### src/ctar_pkg.sv
// Package of constants for the auto-reload counter/timer.
package ctar_pkg;
    // ****************************************************************
    // Register offsets.
    // ****************************************************************
    localparam logic [3:0] OFS_CONTROL = 4'h0;
    localparam logic [3:0] OFS_CLKDIV = 4'h1;
    localparam logic [3:0] OFS_COUNT_LOW = 4'h2;
    localparam logic [3:0] OFS_COUNT_HIGH = 4'h3;
    localparam logic [3:0] OFS_RELOAD_LOW = 4'h4;
    localparam logic [3:0] OFS_RELOAD_HIGH = 4'h5;
    localparam logic [3:0] OFS_IRQ_STATUS = 4'h6;
    localparam logic [3:0] OFS_IRQ_MASK = 4'h7;
    // ****************************************************************
    // Control and clock-divide register bit positions.
    // ****************************************************************
    localparam int BIT_EXT_TRIG_EN = 3;
    localparam int BIT_RUN = 2;
    localparam int BIT_CLK_SRC = 1;
    localparam int BIT_CAP_RELOAD = 0;
    localparam int BIT_TX_BAUD = 4;
    localparam int BIT_RX_BAUD = 5;
    localparam int BIT_PRESCALE = 0;
    // ****************************************************************
    // Interrupt status bit positions.
    // ****************************************************************
    localparam int BIT_OVF = 0;
    localparam int BIT_TRIG = 1;
    // ****************************************************************
    // Reset values and timing.
    // ****************************************************************
    localparam logic [7:0] RESET_BYTE = 8'h00;
    localparam logic [15:0] COUNT_MAX = 16'hFFFF;
    localparam logic [3:0] PRESCALE_DIV = 4'hC;
    typedef enum logic [2:0] {
        MODE_OFF = 3'b000,
        MODE_CAPTURE = 3'b001,
        MODE_RELOAD = 3'b010,
        MODE_BAUD_TX = 3'b011,
        MODE_BAUD_RX = 3'b100,
        MODE_BAUD_TXRX = 3'b101
    } ctar_mode_t;
endpackage // ctar_pkg

### src/ctar_top.sv
// Sixteen-bit counter/timer with auto-reload, register port and interrupt.
`timescale 1ns/100ps
// What this block does
// RULE1: The count is sixteen bits held as a low byte register and a high byte register.
// RULE2: Control bit 1 selects the source that advances the count.
// RULE3: With that bit clear the count advances on the system clock divided by one or twelve per the prescale bit.
// RULE4: With that bit set each falling edge of the count pin advances the count by one.
// RULE5: The timer supplies a trigger that can start a data conversion.
// RULE6: With no baud bit set and run set, capture mode applies when the capture bit is one, else auto-reload.
// RULE7: With run set, the baud bits select baud generation for transmit, receive or both, ignoring the capture bit.
// RULE8: Run set enables and starts the timer; run clear turns it off regardless of other bits.
// RULE9: In auto-reload mode an overflow past FFFF sets the overflow flag and requests an enabled interrupt.
// RULE10: In auto-reload mode each overflow copies the reload bytes into the count.
// RULE11: In auto-reload mode with the trigger enable set, a falling edge on the trigger pin reloads the count.
// RULE12: With the trigger enable clear, the trigger pin is ignored.
// RULE13: Both pins are synchronised and edge detected so each edge acts exactly once.
module ctar_top (
    input wire logic SYS_CLK,
    input wire logic RST_N,
    input wire logic [3:0] ADDR,
    input wire logic [7:0] WDATA,
    input wire logic WR_EN,
    input wire logic RD_EN,
    output logic [7:0] RDATA,
    input wire logic COUNT_INPUT_PIN,
    input wire logic EXTERNAL_TRIGGER_PIN,
    output logic IRQ,
    output logic CONV_START,
    output logic TX_BAUD_TICK,
    output logic RX_BAUD_TICK
);
    import ctar_pkg::*;

    // ****************************************************************
    // Reset release and pin synchronisers.
    // ****************************************************************
    logic [1:0] rst_sync_q;
    logic rst_n;
    logic [1:0] cnt_sync_q, trg_sync_q;
    logic cnt_prev_q, trg_prev_q;
    always_ff @(posedge SYS_CLK or negedge RST_N) begin
        if (!RST_N) begin
            rst_sync_q <= 2'h0;
        end else begin
            rst_sync_q <= {rst_sync_q[0], 1'b1};
        end
    end
    assign rst_n = rst_sync_q[1];

    always_ff @(posedge SYS_CLK or negedge rst_n) begin
        if (!rst_n) begin
            cnt_sync_q <= 2'h3;
            trg_sync_q <= 2'h3;
            cnt_prev_q <= 1'b1;
            trg_prev_q <= 1'b1;
        end else begin
            cnt_sync_q <= {cnt_sync_q[0], COUNT_INPUT_PIN}; // [RULE13]
            trg_sync_q <= {trg_sync_q[0], EXTERNAL_TRIGGER_PIN}; // [RULE13]
            cnt_prev_q <= cnt_sync_q[1];
            trg_prev_q <= trg_sync_q[1];
        end
    end
    logic cnt_fall, trg_fall;
    assign cnt_fall = cnt_prev_q & ~cnt_sync_q[1]; // [RULE4] [RULE13]
    assign trg_fall = trg_prev_q & ~trg_sync_q[1]; // [RULE13]

    // ****************************************************************
    // Registers and mode decode.
    // ****************************************************************
    logic [7:0] timer_two_control_q, timer_two_control_d;
    logic [7:0] clock_divide_control_q, clock_divide_control_d;
    logic [7:0] count_low_byte_q, count_low_byte_d;
    logic [7:0] count_high_byte_q, count_high_byte_d;
    logic [7:0] reload_low_byte_q, reload_low_byte_d;
    logic [7:0] reload_high_byte_q, reload_high_byte_d;
    logic [1:0] status_q, status_d;
    logic [1:0] mask_q, mask_d;
    logic [3:0] pre_q, pre_d;
    logic [7:0] rdata_q, rdata_d;
    logic irq_q, irq_d, conv_q, conv_d, txb_q, txb_d, rxb_q, rxb_d;
    ctar_mode_t mode;

    function automatic ctar_mode_t decode_mode(input logic [7:0] c);
        if (!c[BIT_RUN]) begin
            return MODE_OFF; // [RULE8]
        end else if (c[BIT_TX_BAUD] && c[BIT_RX_BAUD]) begin
            return MODE_BAUD_TXRX; // [RULE7]
        end else if (c[BIT_TX_BAUD]) begin
            return MODE_BAUD_TX; // [RULE7]
        end else if (c[BIT_RX_BAUD]) begin
            return MODE_BAUD_RX; // [RULE7]
        end else if (c[BIT_CAP_RELOAD]) begin
            return MODE_CAPTURE; // [RULE6]
        end else begin
            return MODE_RELOAD; // [RULE6]
        end
    endfunction
    assign mode = decode_mode(timer_two_control_q);

    // ****************************************************************
    // Counting, reload, flags and register port.
    // ****************************************************************
    logic [15:0] count, reload, count_inc;
    logic tick, running, overflow, trig_reload, pre_wrap;
    assign count = {count_high_byte_q, count_low_byte_q}; // [RULE1]
    assign reload = {reload_high_byte_q, reload_low_byte_q};
    assign count_inc = count + 16'h0001;
    assign running = (mode != MODE_OFF); // [RULE8]
    assign pre_wrap = (pre_q == PRESCALE_DIV - 4'h1);

    always_comb begin
        pre_d = running ? (pre_wrap ? 4'h0 : pre_q + 4'h1) : 4'h0;
        if (timer_two_control_q[BIT_CLK_SRC]) begin // [RULE2]
            tick = running & cnt_fall; // [RULE4]
        end else if (clock_divide_control_q[BIT_PRESCALE]) begin
            tick = running; // [RULE3]
        end else begin
            tick = running & pre_wrap; // [RULE3]
        end
        overflow = tick && (count == COUNT_MAX);
        trig_reload = (mode == MODE_RELOAD) && timer_two_control_q[BIT_EXT_TRIG_EN] && trg_fall; // [RULE11] [RULE12]
        timer_two_control_d = timer_two_control_q;
        clock_divide_control_d = clock_divide_control_q;
        reload_low_byte_d = reload_low_byte_q;
        reload_high_byte_d = reload_high_byte_q;
        mask_d = mask_q;
        status_d = status_q;
        {count_high_byte_d, count_low_byte_d} = count;
        if (overflow && mode == MODE_RELOAD) begin
            {count_high_byte_d, count_low_byte_d} = reload; // [RULE10]
        end else if (tick) begin
            {count_high_byte_d, count_low_byte_d} = count_inc;
        end
        if (trig_reload) begin
            {count_high_byte_d, count_low_byte_d} = reload; // [RULE11]
        end
        if (WR_EN) begin
            unique case (ADDR)
                OFS_CONTROL: timer_two_control_d = WDATA;
                OFS_CLKDIV: clock_divide_control_d = WDATA;
                OFS_COUNT_LOW: count_low_byte_d = WDATA;
                OFS_COUNT_HIGH: count_high_byte_d = WDATA;
                OFS_RELOAD_LOW: reload_low_byte_d = WDATA;
                OFS_RELOAD_HIGH: reload_high_byte_d = WDATA;
                OFS_IRQ_STATUS: status_d = status_q & ~WDATA[1:0];
                OFS_IRQ_MASK: mask_d = WDATA[1:0];
                default: begin
                end
            endcase
        end
        if (overflow && mode == MODE_RELOAD) begin
            status_d[BIT_OVF] = 1'b1; // [RULE9]
        end
        if (trig_reload) begin
            status_d[BIT_TRIG] = 1'b1;
        end
        irq_d = |(status_d & mask_d); // [RULE9]
        conv_d = overflow; // [RULE5]
        txb_d = overflow && (mode == MODE_BAUD_TX || mode == MODE_BAUD_TXRX); // [RULE7]
        rxb_d = overflow && (mode == MODE_BAUD_RX || mode == MODE_BAUD_TXRX); // [RULE7]
        rdata_d = 8'h00;
        if (RD_EN) begin
            unique case (ADDR)
                OFS_CONTROL: rdata_d = timer_two_control_q;
                OFS_CLKDIV: rdata_d = clock_divide_control_q;
                OFS_COUNT_LOW: rdata_d = count_low_byte_q;
                OFS_COUNT_HIGH: rdata_d = count_high_byte_q;
                OFS_RELOAD_LOW: rdata_d = reload_low_byte_q;
                OFS_RELOAD_HIGH: rdata_d = reload_high_byte_q;
                OFS_IRQ_STATUS: rdata_d = {6'h00, status_q};
                OFS_IRQ_MASK: rdata_d = {6'h00, mask_q};
                default: rdata_d = 8'h00;
            endcase
        end
    end

    always_ff @(posedge SYS_CLK or negedge rst_n) begin
        if (!rst_n) begin
            timer_two_control_q <= RESET_BYTE;
            clock_divide_control_q <= RESET_BYTE;
            count_low_byte_q <= RESET_BYTE;
            count_high_byte_q <= RESET_BYTE;
            reload_low_byte_q <= RESET_BYTE;
            reload_high_byte_q <= RESET_BYTE;
            status_q <= 2'h0;
            mask_q <= 2'h0;
            pre_q <= 4'h0;
            rdata_q <= 8'h00;
            irq_q <= 1'b0;
            conv_q <= 1'b0;
            txb_q <= 1'b0;
            rxb_q <= 1'b0;
        end else begin
            timer_two_control_q <= timer_two_control_d;
            clock_divide_control_q <= clock_divide_control_d;
            count_low_byte_q <= count_low_byte_d;
            count_high_byte_q <= count_high_byte_d;
            reload_low_byte_q <= reload_low_byte_d;
            reload_high_byte_q <= reload_high_byte_d;
            status_q <= status_d;
            mask_q <= mask_d;
            pre_q <= pre_d;
            rdata_q <= rdata_d;
            irq_q <= irq_d;
            conv_q <= conv_d;
            txb_q <= txb_d;
            rxb_q <= rxb_d;
        end
    end
    assign RDATA = rdata_q;
    assign IRQ = irq_q;
    assign CONV_START = conv_q;
    assign TX_BAUD_TICK = txb_q;
    assign RX_BAUD_TICK = rxb_q;
endmodule // ctar_top

### config.mk
export PLATFORM = sky130hd
export DESIGN_NAME = ctar_top
export DESIGN_NICKNAME = d
export VERILOG_FILES = /design/src/ctar_pkg.sv /design/src/ctar_top.sv
export SDC_FILE = /design/constraint.sdc
export NUM_CORES = 1
export LEC_CHECK = 0
export BUFFER_PORTS_ARGS = -buffer_cell sky130_fd_sc_hd__buf_2
export CAP_MARGIN = 0
export CORE_MARGIN = 8
export CORE_UTILIZATION = 40
export CTS_CLUSTER_SIZE = 28
export DETAILED_ROUTE_END_ITERATION = 6
export MAX_ROUTING_LAYER = met4
export PLACE_DENSITY_LB_ADDON = 0.25
export SLEW_MARGIN = 25
export SYNTH_ARGS = -nofsm -noshare
export SYNTH_HDL_FRONTEND = slang
export SYNTH_SLANG_ARGS = --single-unit
export TNS_END_PERCENT = 20
### constraint.sdc
create_clock -name SYS_CLK -period 2.15 [get_ports SYS_CLK]
set_input_delay 0.1075 -clock SYS_CLK [delete_from_list [all_inputs] [get_ports SYS_CLK]]
set_output_delay 0.1075 -clock SYS_CLK [all_outputs]
set_load 0.01 [all_outputs]
Word-level counts from Yosys, hierarchy flattened
Cells that the tools add are included.
{ "word_totals": {"out_inout_bits": 12, "ff_bits": 76, "inputBits": 18, "word_cells": 86} }
{ "op_classes": {"mux": 27, "n_bitwise": 9, "eq_ne": 13, "add_sub_neg": 2, "reduce_logical": 16} }
{ "op_table": {"columns": ["op", "n"], "rows": [
  ["$mux 8", 11],
  ["$pmux 8 s8", 1],
  ["$add 16x1->16 const B", 1],
  ["$eq 16x16->1 const B", 1],
  ["$eq 4x3->1 const B", 4],
  ["$mux 3", 4],
  ["$mux 2", 5],
  ["$eq 4x2->1 const B", 2],
  ["$mux 4", 2],
  ["$reduce_and 2->1", 4],
  ["$logic_and 1x1->1", 7],
  ["$eq 3x2->1 const B", 2],
  ["$eq 3x3->1 const B", 2],
  ["$add 4x1->4 const B", 1],
  ["$and 1x1->1", 4],
  ["$and 2x2->2", 2],
  ["$eq 4x1->1 const B", 1],
  ["$eq 4x4->1 const B", 1],
  ["$logic_not 4->1", 1],
  ["$mux 1", 4],
  ["$reduce_bool 3->1", 1],
  ["$logic_or 1x1->1", 2],
  ["$not 1->1", 2],
  ["$not 2->2", 1],
  ["$reduce_or 2->1", 1]
]} }

Logic depth before layout (Yosys ltp)
Gate-level depths: netlist of run 1.
{ "depth": {"word_depth": 15, "depth_mapped": 8, "mapped_depth_nobuf": 6} }

Worst setup path before layout of run 1
OpenSTA, ideal clock, no wires.
{ "synth_timing": {"kind": "register to register", "startpoint": "reg pre_q[0]", "endpoint": "reg count_high_byte_q[6]", "n_path_buf": 1, "t_arrival_ns": 1.776, "path_slack_ns": 0.237, "stages_incl_launch_ff": 8, "setup_time_ns": 0.137, "required_ns": 2.013, "period_less_slack_ns": 1.913, "path_cell_list": "dfrtp_1 -> ha_1 -> and3b_1 -> o221a_1 -> buf_6 -> a21o_4 -> a21oi_4 -> a221oi_2"} }
{ "synth_via": {"elab_chain_len": 10, "word_cells_on_any_way": 11, "classes_between": "eq/ne: 1; mux: 7; bitwise: 1; reduce/logical: 2"} }
{ "synth_lines": {"columns": ["item", "line", "text"], "rows": [
  ["start: declaration", "ctar_top.sv:78", "logic [3:0] pre_q, pre_d;"],
  ["start signal: assignment", "ctar_top.sv:202", "pre_q <= pre_d;"],
  ["$eq 4x4->1 (*)", "ctar_top.sv:109", "assign pre_wrap = (pre_q == PRESCALE_DIV - 4'h1);"],
  ["$and 1x1->1 (*)", "ctar_top.sv:118", "tick = running & pre_wrap;"],
  ["$mux 1 (*)", "ctar_top.sv:115", "end else if (clock_divide_control_q[BIT_PRESCALE]) begin"],
  ["$mux 1 (*)", "ctar_top.sv:113", "if (timer_two_control_q[BIT_CLK_SRC]) begin"],
  ["$logic_and 1x1->1", "ctar_top.sv:120", "overflow = tick && (count == COUNT_MAX);"],
  ["$logic_and 1x1->1", "ctar_top.sv:129", "if (overflow && mode == MODE_RELOAD) begin"],
  ["$mux 8 (*)", "ctar_top.sv:129", null],
  ["$mux 8 (*)", "ctar_top.sv:134", "if (trig_reload) begin"],
  ["$mux 8", "ctar_top.sv:138", "unique case (ADDR)"],
  ["$mux 8 (*)", "ctar_top.sv:137", "if (WR_EN) begin"],
  ["net count_high_byte_d[6]", "ctar_top.sv:73", "logic [7:0] count_high_byte_q, count_high_byte_d;"],
  ["end signal: assignment", "ctar_top.sv:197", "count_high_byte_q <= count_high_byte_d;"],
  ["end: declaration", "ctar_top.sv:73", null]
]} }
The timed path passes the listed nets; every way through them passes the cells marked *.
A chain may end at the register's enable or synchronous reset.

Worst setup path in the final report of run 1
{ "layout_timing": {"startpoint": "reg pre_q[0]", "endpoint": "reg count_low_byte_q[0]"} }
{ "layout_via": {"elab_chain_len": 10, "word_cells_on_any_way": 11, "classes_between": "eq/ne: 1; mux: 7; bitwise: 1; reduce/logical: 2"} }
{ "layout_lines": {"columns": ["item", "line", "text"], "rows": [
  ["$eq 4x4->1 (*)", "ctar_top.sv:109", null],
  ["$and 1x1->1 (*)", "ctar_top.sv:118", null],
  ["$mux 1 (*)", "ctar_top.sv:115", null],
  ["$mux 1 (*)", "ctar_top.sv:113", null],
  ["$logic_and 1x1->1", "ctar_top.sv:120", null],
  ["$logic_and 1x1->1", "ctar_top.sv:129", null],
  ["$mux 8 (*)", "ctar_top.sv:129", null],
  ["$mux 8 (*)", "ctar_top.sv:134", null],
  ["$mux 8", "ctar_top.sv:138", null],
  ["$mux 8 (*)", "ctar_top.sv:137", null],
  ["net count_low_byte_d[0]", "ctar_top.sv:72", "logic [7:0] count_low_byte_q, count_low_byte_d;"],
  ["end signal: assignment", "ctar_top.sv:196", "count_low_byte_q <= count_low_byte_d;"],
  ["end: declaration", "ctar_top.sv:72", null]
]} }
Marks and branches as above.

==> results of run 1 <==
## per-stage QoR
step / hold slack (ns) / utilization, % / TNS [ns] / power [mW] / instances
floorplan: -0.188 / - / 0 / 2.98 / 336
global placement: -0.107 / 44.4 / 0 / 3.29 / 496
detailed placement: -0.105 / 44.4 / 0 / 3.33 / 496
CTS: 0.0484 / 47.1 / 0 / 4.64 / 515
global route: 0.0593 / 47.7 / -0.0139 / 4.89 / 519
finish: 0.0609 / 47.7 / 0 / 4.66 / 519
## metal layers
| layer | routed length, um | global-route usage (%) | vias to the layer above |
|---|---|---|---|
| li1 | - | - | 1333 |
| met1 | 4900 | 21.8 | 1490 |
| met2 | 4860 | 25.4 | 86 |
| met3 | 441 | 3.73 | 10 |
| met4 | 121 | 4.73 | 0 |
| met5 | 0 | - | - |
## cell type report
cell class              instances  area share, %
repair buffers                 50           7.46
clock buffers                  11           2.86
clock inverters                 5           2.18
multi-input cells             242           42.1
well taps                     133           3.62
inverters                       2          0.163
flip-flops and latches         76           41.6
## state kept, by name, summed over array words and instances (netlist names), 4 cells and up
signal,cells
RDATA,8
clock_divide_control_q,8
count_high_byte_q,8
count_low_byte_q,8
pre_q,4
reload_high_byte_q,8
reload_low_byte_q,8
timer_two_control_q,8
## timing repair
| action | in CTS | in global routing |
|---|---|---|
| setup endpoints to repair | 0 | 13 |
| hold buffers | 3 | 0 |
| buffers inserted | 0 | 3 |
| hold endpoints to repair | 4 | 0 |
| gates resized for setup | 0 | 6 |
## logic make-up (layout without fill, tap and decap cells)
logic type                 after synthesis  in the layout  share of synthesized area (%)
buffers and inverters                   19             68                           2.49
and+or+nand+nor                        120            121                           16.7
AOI/OAI and AO/OA                       53             53                           12.8
adders and majority gates                2              2                          0.639
xor gates and xnor gates                12             12                           2.68
other                                    1              1                         0.0957
muxes                                   53             53                           15.9
DFF                                     76             76                           48.7
## where the power goes
part	internal [mW]	leakage (nW)	total [mW]	switching, mW
clock	0.769	0.117	1.30	0.528
combinational	0.660	0.899	1.22	0.563
sequential	1.77	0.926	2.14	0.373
total	3.19	1.94	4.66	1.46
## worst max-delay path by stage
stage	to	slack, ns	cells after the start
after global routing	count_low_byte_q[0]	-0.007	8
final	count_low_byte_q[0]	0.05	8
after CTS	count_high_byte_q[4]	0.02	7
after global placement	count_high_byte_q[7]	0.11	7
after detailed placement	count_high_byte_q[4]	0.05	7
after floorplan	count_high_byte_q[6]	0.24	7
## cells in the final DEF, fill, tap and decap left out, types with 3 or more instances in the layout
master	netlist	routed
nand4_1	5	5
nor2_1	44	44
dfstp_2	6	6
dfrtp_1	70	69
mux2i_1	6	6
bufinv_16	0	3
a221oi_2	10	10
nand2_1	10	10
a22o_1	6	6
nand3_1	11	11
mux4_2	3	3
nor4_1	4	4
xor2_1	7	7
a21oi_1	9	9
mux2_2	44	44
buf_2	7	29
dlygate4sd3_1	0	3
a22oi_1	9	9
xnor2_1	5	5
and3_1	7	7
nor2b_1	5	5
clkbuf_8	0	9
and3b_1	6	5
nand3b_1	3	3
o32ai_1	3	3
buf_4	0	14
nor3_1	8	8
## worst reg2reg max path, cell delays in order, from the launching register on
cell and delay (ns):
dfrtp_1 0.39, ha_2 0.20, and3b_2 0.25, o221a_4 0.27, buf_6 0.15, a21oi_4 0.33, buf_6 0.15, o21ai_0 0.06
a22o_1 0.19
==> results.toml, run 1 <==
[cts]
cts.root.buffer_cell = "clkbuf_8"
path_clk_slew_ns = 0.08
numCtsBuffers = 9
cts_tree = "built"
clockBufferDepth = 2
clock_sinks = 76
htreeDepth = 3
clk_latency_ns = 0.35

[floorplan]
rows = 36
ioPinCount = 30
core_area_um2 = 9640
initial_core_util_pct = 40.6
die_w_um = 115
die_h_um = 115
dieArea_um2 = 13200

[timing]
setup_viol = 0
maxSlewViolCount = 0
hold_viol_final = 0
worst_slack_ns = 0.0461
period_needed_ns = 2.10
fin_skew_ns = 0.0107
post-route-period-util_pct = 97.9
slew_headroom_pct = 65.9
tightest_slew_ns = 0.507
fmax_ghz = 0.475

[route]
drtIter0Drc = 231
viasPerCell = 5.62
drt-pass1-iter-count = 6
num_vias = 2919
route.detailed.drc = 0
ant_nets = 0
wl_per_cell_um = 19.9
wl_um = 10300

[run]
cap_violations = 0

[global_routing]
grt_pass1_vias = 2988
grt_pass1_wl_um = 16400
track_usage_pct = 16.7
grt_antenna_before_repair = 0
gr-total-overflow = 0
grt_start_max_net_pins = 41

[final_layout]
final_area_um2 = 4600
drive_above_1_share_pct = 36.8
fillers = 894
seqCellArea_um2 = 1910
final_nets = 401
multiInputGateArea_um2 = 1930
diodes = 0
area_delta_synth_final_pct = 17.3

[synthesis]
synthTopCellsByCount = "dfrtp_1, mux2_2, nor2_1, nand3_1"
synth-edff-count = 0
synthTopCellsByArea = "dfrtp_1, mux2_2, nor2_1, dfstp_2, a221oi_2"
yosysSeqAreaShare_pct = 48.7
yosysMostFrequentCell = "dfrtp_1"
synth_cell_types = 55
syn_area_per_cell_um2 = 11.7
synth_cells = 336
yosysWarnings = 0
async_flop_share_pct = 100
syn_nets = 356
ys_seq_elements = 76
synthesis.area_um2 = 3920
yosys.area.top_type = "dfrtp_1"
synth_top_area_share_pct = 44.7
ys.flop_type = "dfrtp_1"

[worst_setup_path]
crit_start = "pre_q[0]"
critPathLaunchType = "flop"
regToRegSetupSlack_ns = 0.05
slowest_delay_ns = 0.39
path_cells = "ha_2, and3b_2, o221a_4, buf_6, a21oi_4, buf_6, o21ai_0, a22o_1"
crit_slowest_cell = "dfrtp_1"
worst_ep_arrival_time_ns = 2.34
crit_buf_inv = 2
critPathKind = "reg2reg"
reg2reg_depth = 8
worstPathRequired_ns = 2.39
r2r_end = "count_low_byte_q[0]"
critPathMaxFanout = 11
endpoint_kind = "flop"
crit_family = "compound AO/OA/AOI/OAI gates"
cpMostUsedCell = "buf_6"
r2r_start = "pre_q[0]"

[power]
vdd_ir_drop_max_uv = 446
p_per_area_nw_per_um2 = 1010
leakagePower_nw = 1.94

[placement]
dp_hpwl_um = 7240
gp_congestion = 0.932
place_area_um2 = 4280
port_buffers = 29
pre_cts_slack_ns = 0.0470

[worst_hold_path]
min_path_type = "in2async"

[run_status]
run_status = "finished clean"
Power figures use the tool's default switching activity.
==> run 2: changes to the inputs <==
- GPL_TIMING_DRIVEN: not set -> 0
==> run 2 against run 1 <==
Via count up 0.34%. Wire length is 1.5% higher. Final area rose by 0.22%. Sequential cell count unchanged. Global-route usage rose by 0.35 points.
==> results.toml, run 2 (synthesized netlist as in run 1, its figures left out) <==
[cts]
htreeDepth = 3
clockBufferDepth = 2
clk_latency_ns = 0.35
clock_sinks = 76
cts_tree = "built"
cts.root.buffer_cell = "clkbuf_8"
path_clk_slew_ns = 0.08
numCtsBuffers = 9

[timing]
fmax_ghz = 0.487
setup_viol = 0
worst_slack_ns = 0.0976
setup_tns_ns = 0
post-route-period-util_pct = 95.5
period_needed_ns = 2.05
fin_skew_ns = 0.00940
rsz0062_at_grt = "false"
slew_headroom_pct = 52.6
maxSlewViolCount = 0
tightest_slew_ns = 0.711
hold_viol_final = 0

[worst_setup_path]
crit_slowest_cell = "and4bb_4"
slowest_delay_ns = 0.44
worstPathRequired_ns = 2.41
worst_ep_arrival_time_ns = 2.31
critPathMaxFanout = 7
critPathLaunchType = "flop"
path_cells = "ha_1, nand4_1, and4bb_4, a21o_4, a21oi_4, buf_12, a221oi_2"
endpoint_kind = "flop"
critPathKind = "reg2reg"
reg2reg_depth = 7

[final_layout]
seqCellArea_um2 = 1910
multiInputGateArea_um2 = 1940
instances_no_fill = 524
diodes = 0
final_common_cell = "dfrtp_1"
drive_above_1_share_pct = 36.6
area_delta_synth_final_pct = 17.6
fillers = 921
mostFrequentLayoutCells = "dfrtp_1, nor2_1, mux2_2"
final_nets = 406

[route]
ant_nets = 0
viasPerCell = 5.59
wl_per_cell_um = 20.0
wl_um = 10500
num_vias = 2929
route.detailed.drc = 0
drt-pass1-iter-count = 4
drtIter0Drc = 210

[placement]
place_inst = 498
pre_cts_slack_ns = 0.0313
port_buffers = 28
gp_congestion = 0.917
dp_hpwl_um = 7300

[floorplan]
core_area_um2 = 9640
ioPinCount = 30
dieArea_um2 = 13200
die_h_um = 115
rows = 36
die_w_um = 115
initial_core_util_pct = 40.6

[global_routing]
grt_start_max_net_pins = 40
track_usage_pct = 17.0
gr-total-overflow = 0
grt_antenna_before_repair = 0
grt_pass1_wl_um = 16700
grt_pass1_vias = 3080

[worst_hold_path]
min_path_type = "in2async"

[run]
cap_violations = 0

[power]
p_per_area_nw_per_um2 = 998
vdd_ir_drop_max_uv = 345
leakagePower_nw = 1.94
power.total_mw = 4.60

[run_status]
run_status = "finished clean"
run 2: worst paths after layout:
| path | from | end | slack, ns |
|---|---|---|---|
| max | count_low_byte_q[1] | count_high_byte_q[6] | 0.1 |
| max in group asynchronous | rst_sync_q[1] | cnt_prev_q | 1.22 |
| min reg2reg | rst_sync_q[1] | mask_q[0] | 0.30 |
| min in group SYS_CLK | WDATA[4] | clock_divide_control_q[4] | 0.08 |
| max reg2reg | count_low_byte_q[1] | count_high_byte_q[6] | 0.1 |
| min | RST_N | rst_sync_q[0] | 0.06 |
run 2: through the flow:
stage                     cell area [um^2]  utilization, %  hold WS (ns)
after floorplan                       3920               -        -0.188
after global routing                  4610            47.8        0.0509
after global placement                4230            43.8        -0.107
final                                 4610            47.8        0.0603
after detailed placement              4250            44.1        -0.103
after CTS                             4500            46.7        0.0504
run 2: cell type report:
type / instances / share of cell area (%)
buffer: 17 / 1.96
clock buffer: 11 / 3.07
clock inverter: 5 / 1.85
inverter: 2 / 0.163
multi-input combinational: 242 / 42.1
sequential: 76 / 41.6
tap: 133 / 3.61
timing repair buffer: 38 / 5.65
run 2: layer usage:
layer | up-vias | track usage, % | share of wire (%) | wire (um)
li1 | 1343 | - | - | -
met1 | 1493 | 21.5 | 45 | 4680
met2 | 79 | 26.7 | 48 | 5060
met3 | 14 | 3.20 | 5.0 | 524
met4 | 0 | 6.22 | 1.9 | 202
met5 | - | - | 0 | 0
run 2: power breakdown:
group / switching [mW] / internal [mW] / leakage [nW]
sequential: 0.364 / 1.77 / 0.925
clock: 0.532 / 0.690 / 0.110
combinational: 0.583 / 0.660 / 0.903
run 2: timing repair:
item / 4_1_cts / 5_1_grt
buffers inserted: 0 / 6
hold buffers: 3 / 0
resized for setup: 0 / 8
setup endpoints to repair: 0 / 12
endpoints found under the hold margin: 4 / 0
run 2: worst max-delay path: cells and delay by family, from the launching register on:
family | cells | cell delay [ns]
compound gates | 3 | 0.54
simple gates | 2 | 0.58
fa+ha+maj | 1 | 0.24
buf+inv | 1 | 0.16
flops | 1 | 0.43
